File: src/ssag_pkg.sv
// package: offsets, field positions and reset values of the serializer status/alias/output register slice
package ssag_pkg;

  // ----------------------------------------------------------------
  // register offsets (byte addresses are four times the index)
  // ----------------------------------------------------------------
  localparam logic [7:0] SSAG_IDX_TARGET_ADDR = 8'h08;
  localparam logic [7:0] SSAG_IDX_ALIAS = 8'h09;
  localparam logic [7:0] SSAG_IDX_CRC_LO = 8'h0A;
  localparam logic [7:0] SSAG_IDX_CRC_HI = 8'h0B;
  localparam logic [7:0] SSAG_IDX_STATUS = 8'h0C;
  localparam logic [7:0] SSAG_IDX_PINCFG = 8'h0D;
  localparam logic [7:0] SSAG_IDX_CTRL = 8'h10;
  localparam logic [7:0] SSAG_IDX_IRQ_STAT = 8'h11;
  localparam logic [7:0] SSAG_IDX_IRQ_CLR = 8'h12;
  localparam logic [7:0] SSAG_IDX_IRQ_EN = 8'h13;

  // ----------------------------------------------------------------
  // reset values
  // ----------------------------------------------------------------
  localparam logic [7:0] SSAG_RST_ALIAS = 8'h00;
  localparam logic [7:0] SSAG_RST_TARGET = 8'h00;
  localparam logic [15:0] SSAG_RST_CRC = 16'h0000;
  localparam logic [7:0] SSAG_RST_PINCFG = 8'h55;
  localparam logic [2:0] SSAG_REVISION = 3'h5; // arbitrary value

  // ----------------------------------------------------------------
  // field positions
  // ----------------------------------------------------------------
  localparam int SSAG_ST_LOCK = 4;
  localparam int SSAG_ST_SELFTEST = 3;
  localparam int SSAG_ST_PCLK = 2;
  localparam int SSAG_ST_LINKERR = 1;
  localparam int SSAG_ST_CABLE = 0;
  localparam int SSAG_CTRL_CRC_RESET = 0;
  // pin n uses bits 4n+3 level, 4n+2 far control, 4n drive on
  localparam int SSAG_PIN_LEVEL = 3;
  localparam int SSAG_PIN_FAR = 2;
  localparam int SSAG_PIN_DRIVE = 0;
  // interrupt events
  localparam int SSAG_IRQ_CRC = 0;
  localparam int SSAG_IRQ_LOCK_LOST = 1;
  localparam int SSAG_IRQ_CABLE_LOST = 2;
  localparam int SSAG_IRQ_W = 3;

  // remote forwarding handshake state
  typedef enum logic [1:0] {
    SSAG_FW_IDLE = 2'b00,
    SSAG_FW_SEND = 2'b01,
    SSAG_FW_DROP = 2'b10
  } ssag_fw_t;

endpackage : ssag_pkg

File: src/ssag_regs.sv
// serializer register slice: target alias, crc count, status, output pins 0 and 1
`timescale 1ns/10ps
// Notes on behaviour
// - alias in bits 7:1; local transactions to alias get target address substituted.
// - alias zero blocks every transaction toward the remote target.
// - substitute address comes from bits 7:1 of the preceding register, sent over channel.
// - read-only 16-bit back-channel crc error count at 0x0A low, 0x0B high, reset zero.
// - status bit 4 shows receiver lock; bit 2 shows valid pixel clock.
// - status bit 3 shows crc errors seen during self-test.
// - status bit 1 set on link crc error; cleared on link loss or crc reset bit.
// - status bit 0 shows cable detected; zero for any cable fault.
// - enabled local output drives its level bit; cleared enable tri-states pin.
// - far control set makes pin an output with level from deserializer.
// - far control cleared ignores deserializer levels; local bits only.
module ssag_regs #(
  parameter int CNT_W = 16
) (
  input wire logic clk,
  input wire logic reset,
  // classic wishbone slave
  input wire logic wb_cyc_i,
  input wire logic wb_stb_i,
  input wire logic wb_we_i,
  input wire logic [7:0] wb_adr_i,
  input wire logic [3:0] wb_sel_i,
  input wire logic [31:0] wb_dat_i,
  output logic [31:0] wb_dat_o,
  output logic wb_ack_o,
  // local i2c address match request
  input wire logic fwd_req,
  input wire logic [6:0] fwd_addr,
  output logic fwd_ack,
  output logic fwd_hit,
  output logic fwd_valid,
  output logic [6:0] fwd_remote_addr,
  // link status inputs
  input wire logic rx_locked,
  input wire logic pclk_valid,
  input wire logic selftest_crc_fault,
  input wire logic link_crc_err,
  input wire logic cable_ok,
  // levels received from the deserializer
  input wire logic [1:0] far_level,
  // output pins 0 and 1 (oe low = driving)
  input wire logic [1:0] pin_i,
  output logic [1:0] pin_o,
  output logic [1:0] pin_oe_n,
  output logic irq
);
  import ssag_pkg::*;

  // ----------------------------------------------------------------
  // bus decode
  // ----------------------------------------------------------------
  logic [7:0] target_addr_r;
  logic [7:0] remote_target_alias_r;
  logic [7:0] output_pins_0_1_config_r;
  logic [7:0] ctrl_r;
  logic [CNT_W-1:0] crc_count_r;
  logic [7:0] crc_hi_snap_r;
  logic [4:0] status_r;
  logic [SSAG_IRQ_W-1:0] irq_stat_r;
  logic [SSAG_IRQ_W-1:0] irq_en_r;
  logic prev_lock_r;
  logic prev_cable_r;
  ssag_fw_t fw_state_r;

  logic bus_req;
  logic wr_en;
  logic rd_en;
  logic [7:0] reg_idx;
  logic wr_target;
  logic wr_alias;
  logic wr_pincfg;
  logic wr_ctrl;
  logic wr_irq_en;
  logic wr_irq_clr;
  logic rd_crc_lo;
  logic [15:0] crc_count_w;
  logic [31:0] rd_data_nxt;

  // word index from byte address; only lane 0 carries data
  assign bus_req = wb_cyc_i && wb_stb_i && !wb_ack_o;
  assign wr_en = bus_req && wb_we_i && wb_sel_i[0];
  assign rd_en = bus_req && !wb_we_i;
  assign reg_idx = {2'b00, wb_adr_i[7:2]};

  // ----------------------------------------------------------------
  // write and read strobes
  // ----------------------------------------------------------------
  // one strobe per writable register plus one for the crc low read, so each register block stays a single concern
  assign wr_target = wr_en && (reg_idx == SSAG_IDX_TARGET_ADDR);
  assign wr_alias = wr_en && (reg_idx == SSAG_IDX_ALIAS);
  assign wr_pincfg = wr_en && (reg_idx == SSAG_IDX_PINCFG);
  assign wr_ctrl = wr_en && (reg_idx == SSAG_IDX_CTRL);
  assign wr_irq_en = wr_en && (reg_idx == SSAG_IDX_IRQ_EN);
  assign wr_irq_clr = wr_en && (reg_idx == SSAG_IDX_IRQ_CLR);
  assign rd_crc_lo = rd_en && (reg_idx == SSAG_IDX_CRC_LO);

  // request taken on the edge that sees cyc and stb with ack low;
  // ack answers one cycle later and drops after one cycle, so a master
  // that keeps stb up gets one access per two cycles, never a doubled write
  always_ff @(posedge clk) begin
    if (reset) begin
      wb_ack_o <= 1'b0;
    end else begin
      wb_ack_o <= bus_req;
    end
  end

  // ----------------------------------------------------------------
  // writable registers
  // ----------------------------------------------------------------
  // bit 0 is reserved but kept writable, as in the alias register
  always_ff @(posedge clk) begin
    if (reset) begin
      target_addr_r <= SSAG_RST_TARGET;
    end else if (wr_target) begin
      target_addr_r <= wb_dat_i[7:0];
    end
  end

  // alias lives in bits 7:1; zero there disables forwarding
  always_ff @(posedge clk) begin
    if (reset) begin
      remote_target_alias_r <= SSAG_RST_ALIAS;
    end else if (wr_alias) begin
      remote_target_alias_r <= wb_dat_i[7:0];
    end
  end

  // reset leaves both pins under far control
  always_ff @(posedge clk) begin
    if (reset) begin
      output_pins_0_1_config_r <= SSAG_RST_PINCFG;
    end else if (wr_pincfg) begin
      output_pins_0_1_config_r <= wb_dat_i[7:0];
    end
  end

  // bit 0 is a level: status bit 1 is cleared while it is set, except in a cycle with a link crc error
  always_ff @(posedge clk) begin
    if (reset) begin
      ctrl_r <= 8'h00;
    end else if (wr_ctrl) begin
      ctrl_r <= wb_dat_i[7:0];
    end
  end

  // enables gate only the irq pin, never the sticky status
  always_ff @(posedge clk) begin
    if (reset) begin
      irq_en_r <= '0;
    end else if (wr_irq_en) begin
      irq_en_r <= wb_dat_i[SSAG_IRQ_W-1:0];
    end
  end

  // ----------------------------------------------------------------
  // crc error counter and status
  // ----------------------------------------------------------------
  // saturate so a flood of errors never reads back as a small count while CNT_W is at most 16
  always_ff @(posedge clk) begin
    if (reset) begin
      crc_count_r <= CNT_W'(SSAG_RST_CRC);
    end else if (link_crc_err && (crc_count_r != '1)) begin
      crc_count_r <= crc_count_r + 1'b1;
    end
  end

  // counter seen through the 16-bit register pair; a wider build shows its low 16 bits only
  assign crc_count_w = 16'(crc_count_r);

  // high byte frozen when the low byte is read, so the pair is coherent
  always_ff @(posedge clk) begin
    if (reset) begin
      crc_hi_snap_r <= 8'h00;
    end else if (rd_crc_lo) begin
      crc_hi_snap_r <= crc_count_w[15:8];
    end
  end

  // link error bit: set wins over its clears
  always_ff @(posedge clk) begin
    if (reset) begin
      status_r <= 5'h00;
    end else begin
      status_r[SSAG_ST_LOCK] <= rx_locked;
      status_r[SSAG_ST_PCLK] <= pclk_valid;
      status_r[SSAG_ST_SELFTEST] <= selftest_crc_fault;
      status_r[SSAG_ST_CABLE] <= cable_ok;
      if (link_crc_err) begin
        status_r[SSAG_ST_LINKERR] <= 1'b1;
      end else if (!cable_ok || ctrl_r[SSAG_CTRL_CRC_RESET]) begin
        status_r[SSAG_ST_LINKERR] <= 1'b0;
      end
    end
  end

  // ----------------------------------------------------------------
  // interrupts
  // ----------------------------------------------------------------
  logic [SSAG_IRQ_W-1:0] irq_events;
  logic [SSAG_IRQ_W-1:0] irq_clear;

  // loss events are falling edges; history resets low so reset makes no false event
  assign irq_events = {prev_cable_r & ~cable_ok, prev_lock_r & ~rx_locked, link_crc_err};
  assign irq_clear = wr_irq_clr ? wb_dat_i[SSAG_IRQ_W-1:0] : '0;

  // edge history for loss events
  always_ff @(posedge clk) begin
    if (reset) begin
      prev_lock_r <= 1'b0;
      prev_cable_r <= 1'b0;
    end else begin
      prev_lock_r <= rx_locked;
      prev_cable_r <= cable_ok;
    end
  end

  // sticky: a new event in the clearing cycle survives
  always_ff @(posedge clk) begin
    if (reset) begin
      irq_stat_r <= '0;
    end else begin
      irq_stat_r <= (irq_stat_r & ~irq_clear) | irq_events;
    end
  end

  // registered level output
  always_ff @(posedge clk) begin
    if (reset) begin
      irq <= 1'b0;
    end else begin
      irq <= |(((irq_stat_r & ~irq_clear) | irq_events) & irq_en_r);
    end
  end

  // ----------------------------------------------------------------
  // read mux
  // ----------------------------------------------------------------
  // next read word; only lane 0 carries data, the upper lanes read zero
  always_comb begin
    rd_data_nxt = 32'h0000_0000;
    case (reg_idx)
      SSAG_IDX_TARGET_ADDR: rd_data_nxt = {24'h000000, target_addr_r};
      SSAG_IDX_ALIAS: rd_data_nxt = {24'h000000, remote_target_alias_r};
      SSAG_IDX_CRC_LO: rd_data_nxt = {24'h000000, crc_count_w[7:0]};
      SSAG_IDX_CRC_HI: rd_data_nxt = {24'h000000, crc_hi_snap_r};
      SSAG_IDX_STATUS: rd_data_nxt = {24'h000000, SSAG_REVISION, status_r};
      SSAG_IDX_PINCFG: rd_data_nxt = {24'h000000, output_pins_0_1_config_r};
      SSAG_IDX_CTRL: rd_data_nxt = {24'h000000, ctrl_r};
      SSAG_IDX_IRQ_STAT: rd_data_nxt = {29'h0, irq_stat_r};
      SSAG_IDX_IRQ_EN: rd_data_nxt = {29'h0, irq_en_r};
      default: rd_data_nxt = 32'h0000_0000; // unmapped and write-only reads zero
    endcase
  end

  // data held between reads so a slow master may take it late
  always_ff @(posedge clk) begin
    if (reset) begin
      wb_dat_o <= 32'h0000_0000;
    end else if (rd_en) begin
      wb_dat_o <= rd_data_nxt;
    end
  end

  // ----------------------------------------------------------------
  // alias match and address substitution
  // ----------------------------------------------------------------
  // one answer per request; the requester drops fwd_req after fwd_ack
  // a request held high after its answer is never decided twice
  always_ff @(posedge clk) begin
    if (reset) begin
      fw_state_r <= SSAG_FW_IDLE;
      fwd_ack <= 1'b0;
      fwd_hit <= 1'b0;
      fwd_valid <= 1'b0;
      fwd_remote_addr <= 7'h00;
    end else begin
      fwd_ack <= 1'b0;
      fwd_valid <= 1'b0;
      case (fw_state_r)
        SSAG_FW_IDLE: begin
          if (fwd_req) begin
            fwd_ack <= 1'b1;
            // zero alias never matches, so nothing is forwarded
            if (remote_target_alias_r[7:1] != 7'h00 && fwd_addr == remote_target_alias_r[7:1]) begin
              fwd_hit <= 1'b1;
              fwd_valid <= 1'b1;
              fwd_remote_addr <= target_addr_r[7:1];
              fw_state_r <= SSAG_FW_SEND;
            end else begin
              fwd_hit <= 1'b0;
              fw_state_r <= SSAG_FW_DROP;
            end
          end
        end
        SSAG_FW_SEND, SSAG_FW_DROP: begin
          if (!fwd_req) begin
            fw_state_r <= SSAG_FW_IDLE;
          end
        end
        default: fw_state_r <= SSAG_FW_IDLE;
      endcase
    end
  end

  // ----------------------------------------------------------------
  // output pins 0 and 1
  // ----------------------------------------------------------------
  // next {oe_n, level} of one pin from its config nibble and far level
  function automatic logic [1:0] pin_drive(input logic [3:0] nib, input logic far);
    logic [1:0] res;
    if (nib[SSAG_PIN_FAR]) begin
      res = {1'b0, far};
    end else begin
      res = {~nib[SSAG_PIN_DRIVE], nib[SSAG_PIN_LEVEL]};
    end
    return res;
  endfunction : pin_drive

  genvar g;
  generate
    for (g = 0; g < 2; g++) begin : g_pin
      logic [1:0] pin_nxt;
      // far control overrides local bits; these pins have no direction bit
      assign pin_nxt = pin_drive(output_pins_0_1_config_r[4*g +: 4], far_level[g]);
      always_ff @(posedge clk) begin
        if (reset) begin
          pin_o[g] <= 1'b0;
          pin_oe_n[g] <= 1'b1;
        end else begin
          pin_oe_n[g] <= pin_nxt[1];
          pin_o[g] <= pin_nxt[0];
        end
      end
    end
  endgenerate

endmodule : ssag_regs

File: config.mk
export PLATFORM = sky130hd
export DESIGN_NAME = ssag_regs
export DESIGN_NICKNAME = d
export VERILOG_FILES = /design/src/ssag_pkg.sv /design/src/ssag_regs.sv
export SDC_FILE = /design/constraint.sdc
export NUM_CORES = 1
export LEC_CHECK = 0
export BUFFER_PORTS_ARGS = -buffer_cell sky130_fd_sc_hd__clkbuf_2
export CAP_MARGIN = 20
export CELL_PAD_IN_SITES_DETAIL_PLACEMENT = 2
export CELL_PAD_IN_SITES_GLOBAL_PLACEMENT = 2
export CORE_UTILIZATION = 33
export CTS_BUF_LIST = sky130_fd_sc_hd__clkbuf_8
export CTS_CLUSTER_DIAMETER = 40
export CTS_CLUSTER_SIZE = 28
export DETAILED_ROUTE_END_ITERATION = 10
export HOLD_SLACK_MARGIN = 0.02
export PLACE_DENSITY_LB_ADDON = 0.3
export SLEW_MARGIN = 20
export SYNTH_ARGS = -nofsm -noshare
export SYNTH_HDL_FRONTEND = slang
export SYNTH_SLANG_ARGS = --single-unit
export TNS_END_PERCENT = 30
File: constraint.sdc
create_clock -name clk -period 3.4 [get_ports clk]
set_clock_uncertainty 0.2 [all_clocks]
set_input_delay 0.68 -clock clk [delete_from_list [all_inputs] [get_ports clk]]
set_output_delay 0.68 -clock clk [all_outputs]
set_load 0.03 [all_outputs]
-- Yosys cells after proc, flatten, opt, wreduce, memory -nomap -nowiden
Index checks and enable logic that the tools add are counted.
- flip-flop bits (word level): 119
- logic and storage cells: 93
- add/subtract/negate cells: 1
- bitwise operators: 12
- equal/unequal tests: 16
- mux-type cells: 12
- reductions and logical operators: 28
- operator list (kind ; count):
    8-bit case mux with 9 select lines ; 1
    6-bit by 4-bit equality test with 1-bit output (second input constant) ; 6
    6-bit by 5-bit equality test with 1-bit output (second input constant) ; 4
    16-bit by 1-bit adder with 16-bit output (second input constant) ; 1
    16-bit != test (second input constant) ; 1
    1-bit logical AND ; 14
    2-bit 2-to-1 mux ; 5
    7-bit equality test ; 1
    7-bit nonzero test ; 1
    3-bit AND ; 2
    1-bit NOT ; 6
    3-bit OR reduction ; 2
    1-bit 2-to-1 mux ; 4
    2-bit != test (second input constant) ; 2
    2-bit case mux with 2 select lines ; 1
    2-bit AND reduction ; 2
    2-bit OR reduction ; 2
    1-bit zero test ; 3
    3-bit 2-to-1 mux ; 1
    3-bit NOT ; 1
    3-bit OR ; 1
    3-bit AND reduction ; 1
    1-bit AND ; 2
    2-bit by 1-bit equality test with 1-bit output (second input constant) ; 1
    other kinds (4) ; 4

-- Longest topological paths before layout
- depth after elaboration: 11
- mapped depth: 6
- mapped depth without buffers: 6

-- Least setup slack after synthesis
OpenSTA, ideal clock, no wires.
- path kind: in2reg
- start point: in wb_adr_i[7]
- end point: reg irq
- cell stages on the path: 5
- required time: 3076 ps
- arrival time: 2433 ps
- setup time: 124 ps
- path slack: 642 ps
- buffers on the path: 1
- path through: or4b_1 buf_2 or4_1 a31o_1 a2111o_1
- word-level cells in the longest chain between the ends: 8
- ends and longest elaborated chain (element ; line ; RTL):
    from (decl) ; ssag_regs.sv:24 ; input wire logic [7:0] wb_adr_i,
    6-bit by 5-bit equality test with 1-bit output ; ssag_regs.sv:97 ; assign wr_irq_clr = wr_en && (reg_idx == SSAG_IDX_IRQ_CLR);
    1-bit logical AND ; ssag_regs.sv:97 ;
    3-bit 2-to-1 mux ; ssag_regs.sv:208 ; assign irq_clear = wr_irq_clr ? wb_dat_i[SSAG_IRQ_W-1:0] : '0;
    3-bit NOT ; ssag_regs.sv:235 ; irq <= |(((irq_stat_r & ~irq_clear) | irq_events) & irq_en_r);
    3-bit AND ; ssag_regs.sv:235 ;
    3-bit OR ; ssag_regs.sv:235 ;
    3-bit AND ; ssag_regs.sv:235 ;
    3-bit OR reduction ; ssag_regs.sv:235 ;
    to (signal assigned) ; ssag_regs.sv:235 ;
    to (decl) ; ssag_regs.sv:48 ; output logic irq
Every way passes these cells.
A chain may end at the register's enable or synchronous reset.

-- Worst setup path after layout
Ends and elaborated chain as after synthesis.

==> metrics list <==
- Clock root cell: clkbuf_8
- Initial Utilization: roughly a third
- Via count: 3920
* Count of yosys warnings during synthesis: 0
* Number of endpoints failing setup at the final stage: 0
- Final hold analysis gives a worst-case slack of around 270 ps.
* Maximum number of pins on one net before global-route repair: 46
* Number of input and output port buffers inserted: just under 60
* Yosys top cell area share: about two fifths
- After routing, the total negative slack on setup checks comes to 0 ps.
- Synth Register Bits: 93
- The number of global-route vias before repair came to around 4.2k.
* Total gr overflow: 0
- Predominant post-synthesis flop cell: dfxtp_1
- Synth area leaders: dfxtp_1 41%, mux2i_1 13%, nor2_1 5.0%, buf_4 4.0%, nand2_1 3.2%
* Pwr per Cell Area: between 300 and 400 nW/um^2
- First-iteration detailed-routing DRC count: 194
- Gates resized, CTS repair: 0
- Result of the run: completed
- Total setup buffers inserted after CTS: 0
- Summing every instance area after synthesis gives between 4000 and 5000 um^2.
- Detailed placement ended at an HPWL of around 11 mm.
- Row generation in the floorplan step produced between 40 and 50 rows.
- In the final layout, the share of cells above drive strength 1 is 19.9%.
* Worst Hold Path Cells: 2
- The H-tree was split into 3 levels.
- Routability-driven placement finished with a final weighted congestion of roughly 0.8.
* Final Hold Viols: 0
* Die H: ~120 um
- GRT Resource Usage Total: roughly a fifth
- Combined area of the multi-input logic cells: 2490 um^2
- STA classifies the critical path startpoint as an input port.
* Maximum ir drop on the vdd rail: 0.000145 V
- In the synthesized netlist the async set-or-reset flop fraction comes to 0%.
* Post-layout net count: 621
- Capturing point of the worst reg2reg path: crc_count_r[15]
- Required time at the worst-slack endpoint: 3470 ps
- At the worst endpoint, the arrival time is 2710 ps.
* Avg Synthesized Cell Area: between 9 and 10 um^2
* Antenna-violating nets left: 0
- Total wire length after detailed routing: 14.4 mm
- The worst setup path is captured at a flop.
- For the pin with the worst max-slew slack, the measured transition is roughly 620 ps.
* Post-synthesis to final-layout area growth: 14.5%
* Commonest non-fill, non-tap cell in the layout: dfxtp_1
* Via/cell ratio: ~5.3
- Register cell area after layout: 1860 um^2
- TritonCTS built the clock tree.
* Total CTS buffers: 9
* Share of synthesized area occupied by flip-flops and latches: between 40 and 50%
- The routed design could run at a clock period as short as around 2600 ps.
- Tot Pwr: ~2.0 mW
* Number of distinct library cells after synthesis: slightly below 60
- The floorplan step set the die width to roughly 120 um.
* Wire length per cell: 19.6 um
- Setup repair after global routing missed its margin: no
* Static Leak: just under 2 nW
* Insertion delay of the later-clocked pin in the worst-skew pair: 380 ps
- Start point of the worst min-delay path: fwd_remote_addr[0]
- In this run the worst hold path is classified as reg2reg.
- The worst register-to-register path begins at crc_count_r[0].
- The worst hold path terminates at fwd_remote_addr[0].
- Top-Level Pins: ~110
- Normalized max-slew margin: 57.9%
- The number of slew-limit violations in the final report was 0.
- In this run the worst path has a maximum fanout of 7.
- The first global-routing pass estimated approximately 23 mm of wire.
- Reg2Reg Setup Slack: 1250 ps
- Measured in cells, the most critical reg-to-reg path has a length of 5.
- The biggest area contributor in the post-synthesis netlist is dfxtp_1.
- The number of antenna diodes in the final layout is 0.
* Clock transition at the registers of the reported paths: 100 ps
- In the finished design, the share of the clock period the worst path needs comes to just under 80%.
* Number of maximum-capacitance violations: 0
- CTS hold repair buffers: 0
* Post-synth EDFFs: 0
* Filler instances: 1498
- Static timing analysis puts the maximum clock frequency at around 0.38 GHz.
- In the synthesized netlist, the number of instances is 490.
* DR pass1 iterations: 4
* Floorplan core area: 13300 um^2
- Setup CP Type: in2reg
* Full die area: 14300 um^2
- DRC violations left: 0
- The top cell types in the final layout, fill and taps aside, are 93 x dfxtp_1, 61 x nor2_1, 59 x mux2i_1.
* Antenna violations before repair: 0
- Maximum clock path buffer count: 2
- Clock sinks: 93
[where the power goes]
part / internal [mW] / switching [mW]
registers: 1.10 / 0.00905
logic: 0.0545 / 0.145
clock network: 0.276 / 0.441
[metrics by stage]
step,util [%],cells,setup slack [ps],cell area (um^2)
finish,39.1,734,757,5220
global route,39.1,734,727,5220
CTS,39.1,734,777,5220
detailed placement,37.7,718,362,5030
global placement,37.7,717,408,5030
floorplan,-,513,642,4640
[layout make-up]
| type | instances | share of cell area, % |
|---|---|---|
| repair buffers | 75 | 8.20 |
| flip-flops and latches | 93 | 35.7 |
| multi-input cells | 366 | 47.8 |
| well taps | 176 | 4.22 |
| clock inverters | 7 | 1.13 |
| clock buffers | 9 | 2.37 |
| inverters | 8 | 0.576 |
[kinds of logic (layout without fill, tap and decap cells)]
kind of cell	after synthesis	count (layout)	synth area share [%]
adders and majority gates	2	2	0.549
and+or+nand+nor	188	188	22.5
DFF	93	93	40.8
muxes	71	71	16.2
other	1	24	0.0823
AOI/OAI and AO/OA	74	74	12.0
xor gates and xnor gates	7	7	1.35
buffers and inverters	54	99	6.45
[synthesized netlist by cell type, types with 3 or more instances]
cell,instances
nand4_1,7
nand3_1,12
nand2_1,39
mux2_2,11
mux2i_1,59
xnor2_1,7
o31ai_1,4
a21oi_1,9
and3_1,9
a211oi_1,10
nor4_4,4
inv_1,7
a22o_1,3
dfxtp_1,93
and4_1,4
o21ai_0,7
a2111oi_0,3
o2bb2ai_1,4
or4_1,6
nor2b_1,16
a31oi_1,4
a22oi_1,8
nor3_1,3
nor2_1,61
or3_1,3
clkbuf_1,17
a32oi_1,4
buf_1,4
nor4_1,4
buf_4,24
nand2b_1,4
[worst max path at each step]
stage                     start   to  cells after the start
floorplan           wb_adr_i[7]  irq                      5
global placement    wb_adr_i[7]  irq                      5
detailed placement  wb_adr_i[7]  irq                      5
CTS                 wb_adr_i[7]  irq                      5
global route        wb_adr_i[7]  irq                      5
finish              wb_adr_i[7]  irq                      5
[critical path: stages]
cell	delay [ps]
clkbuf_2	140
or4b_1	690
or4_1	550
a31o_1	240
a2111o_1	410
[registers in the layout (all words and copies together) (netlist names)]
register	cells
fwd_remote_addr	7
irq	1
fwd_hit	1
crc_count_r	16
irq_stat_r	3
target_addr_r	8
output_pins_0_1_config_r	8
irq_en_r	3
remote_target_alias_r	8
fwd_valid	1
wb_dat_o	8
crc_hi_snap_r	8
ctrl_r	8
wb_ack_o	1
pin_o	2
fw_state_r	2
pin_oe_n	2
fwd_ack	1
status_r	5
[metal layers]
layer / wire length [um] / vias up / GRT usage (%)
li1: - / 1863 / -
met1: 6440 / 1974 / 25.6
met2: 7320 / 62 / 37.0
met3: 318 / 21 / 2.85
met4: 276 / 0 / 7.97
met5: 0 / - / 0
(Power assumes the default switching activity.)
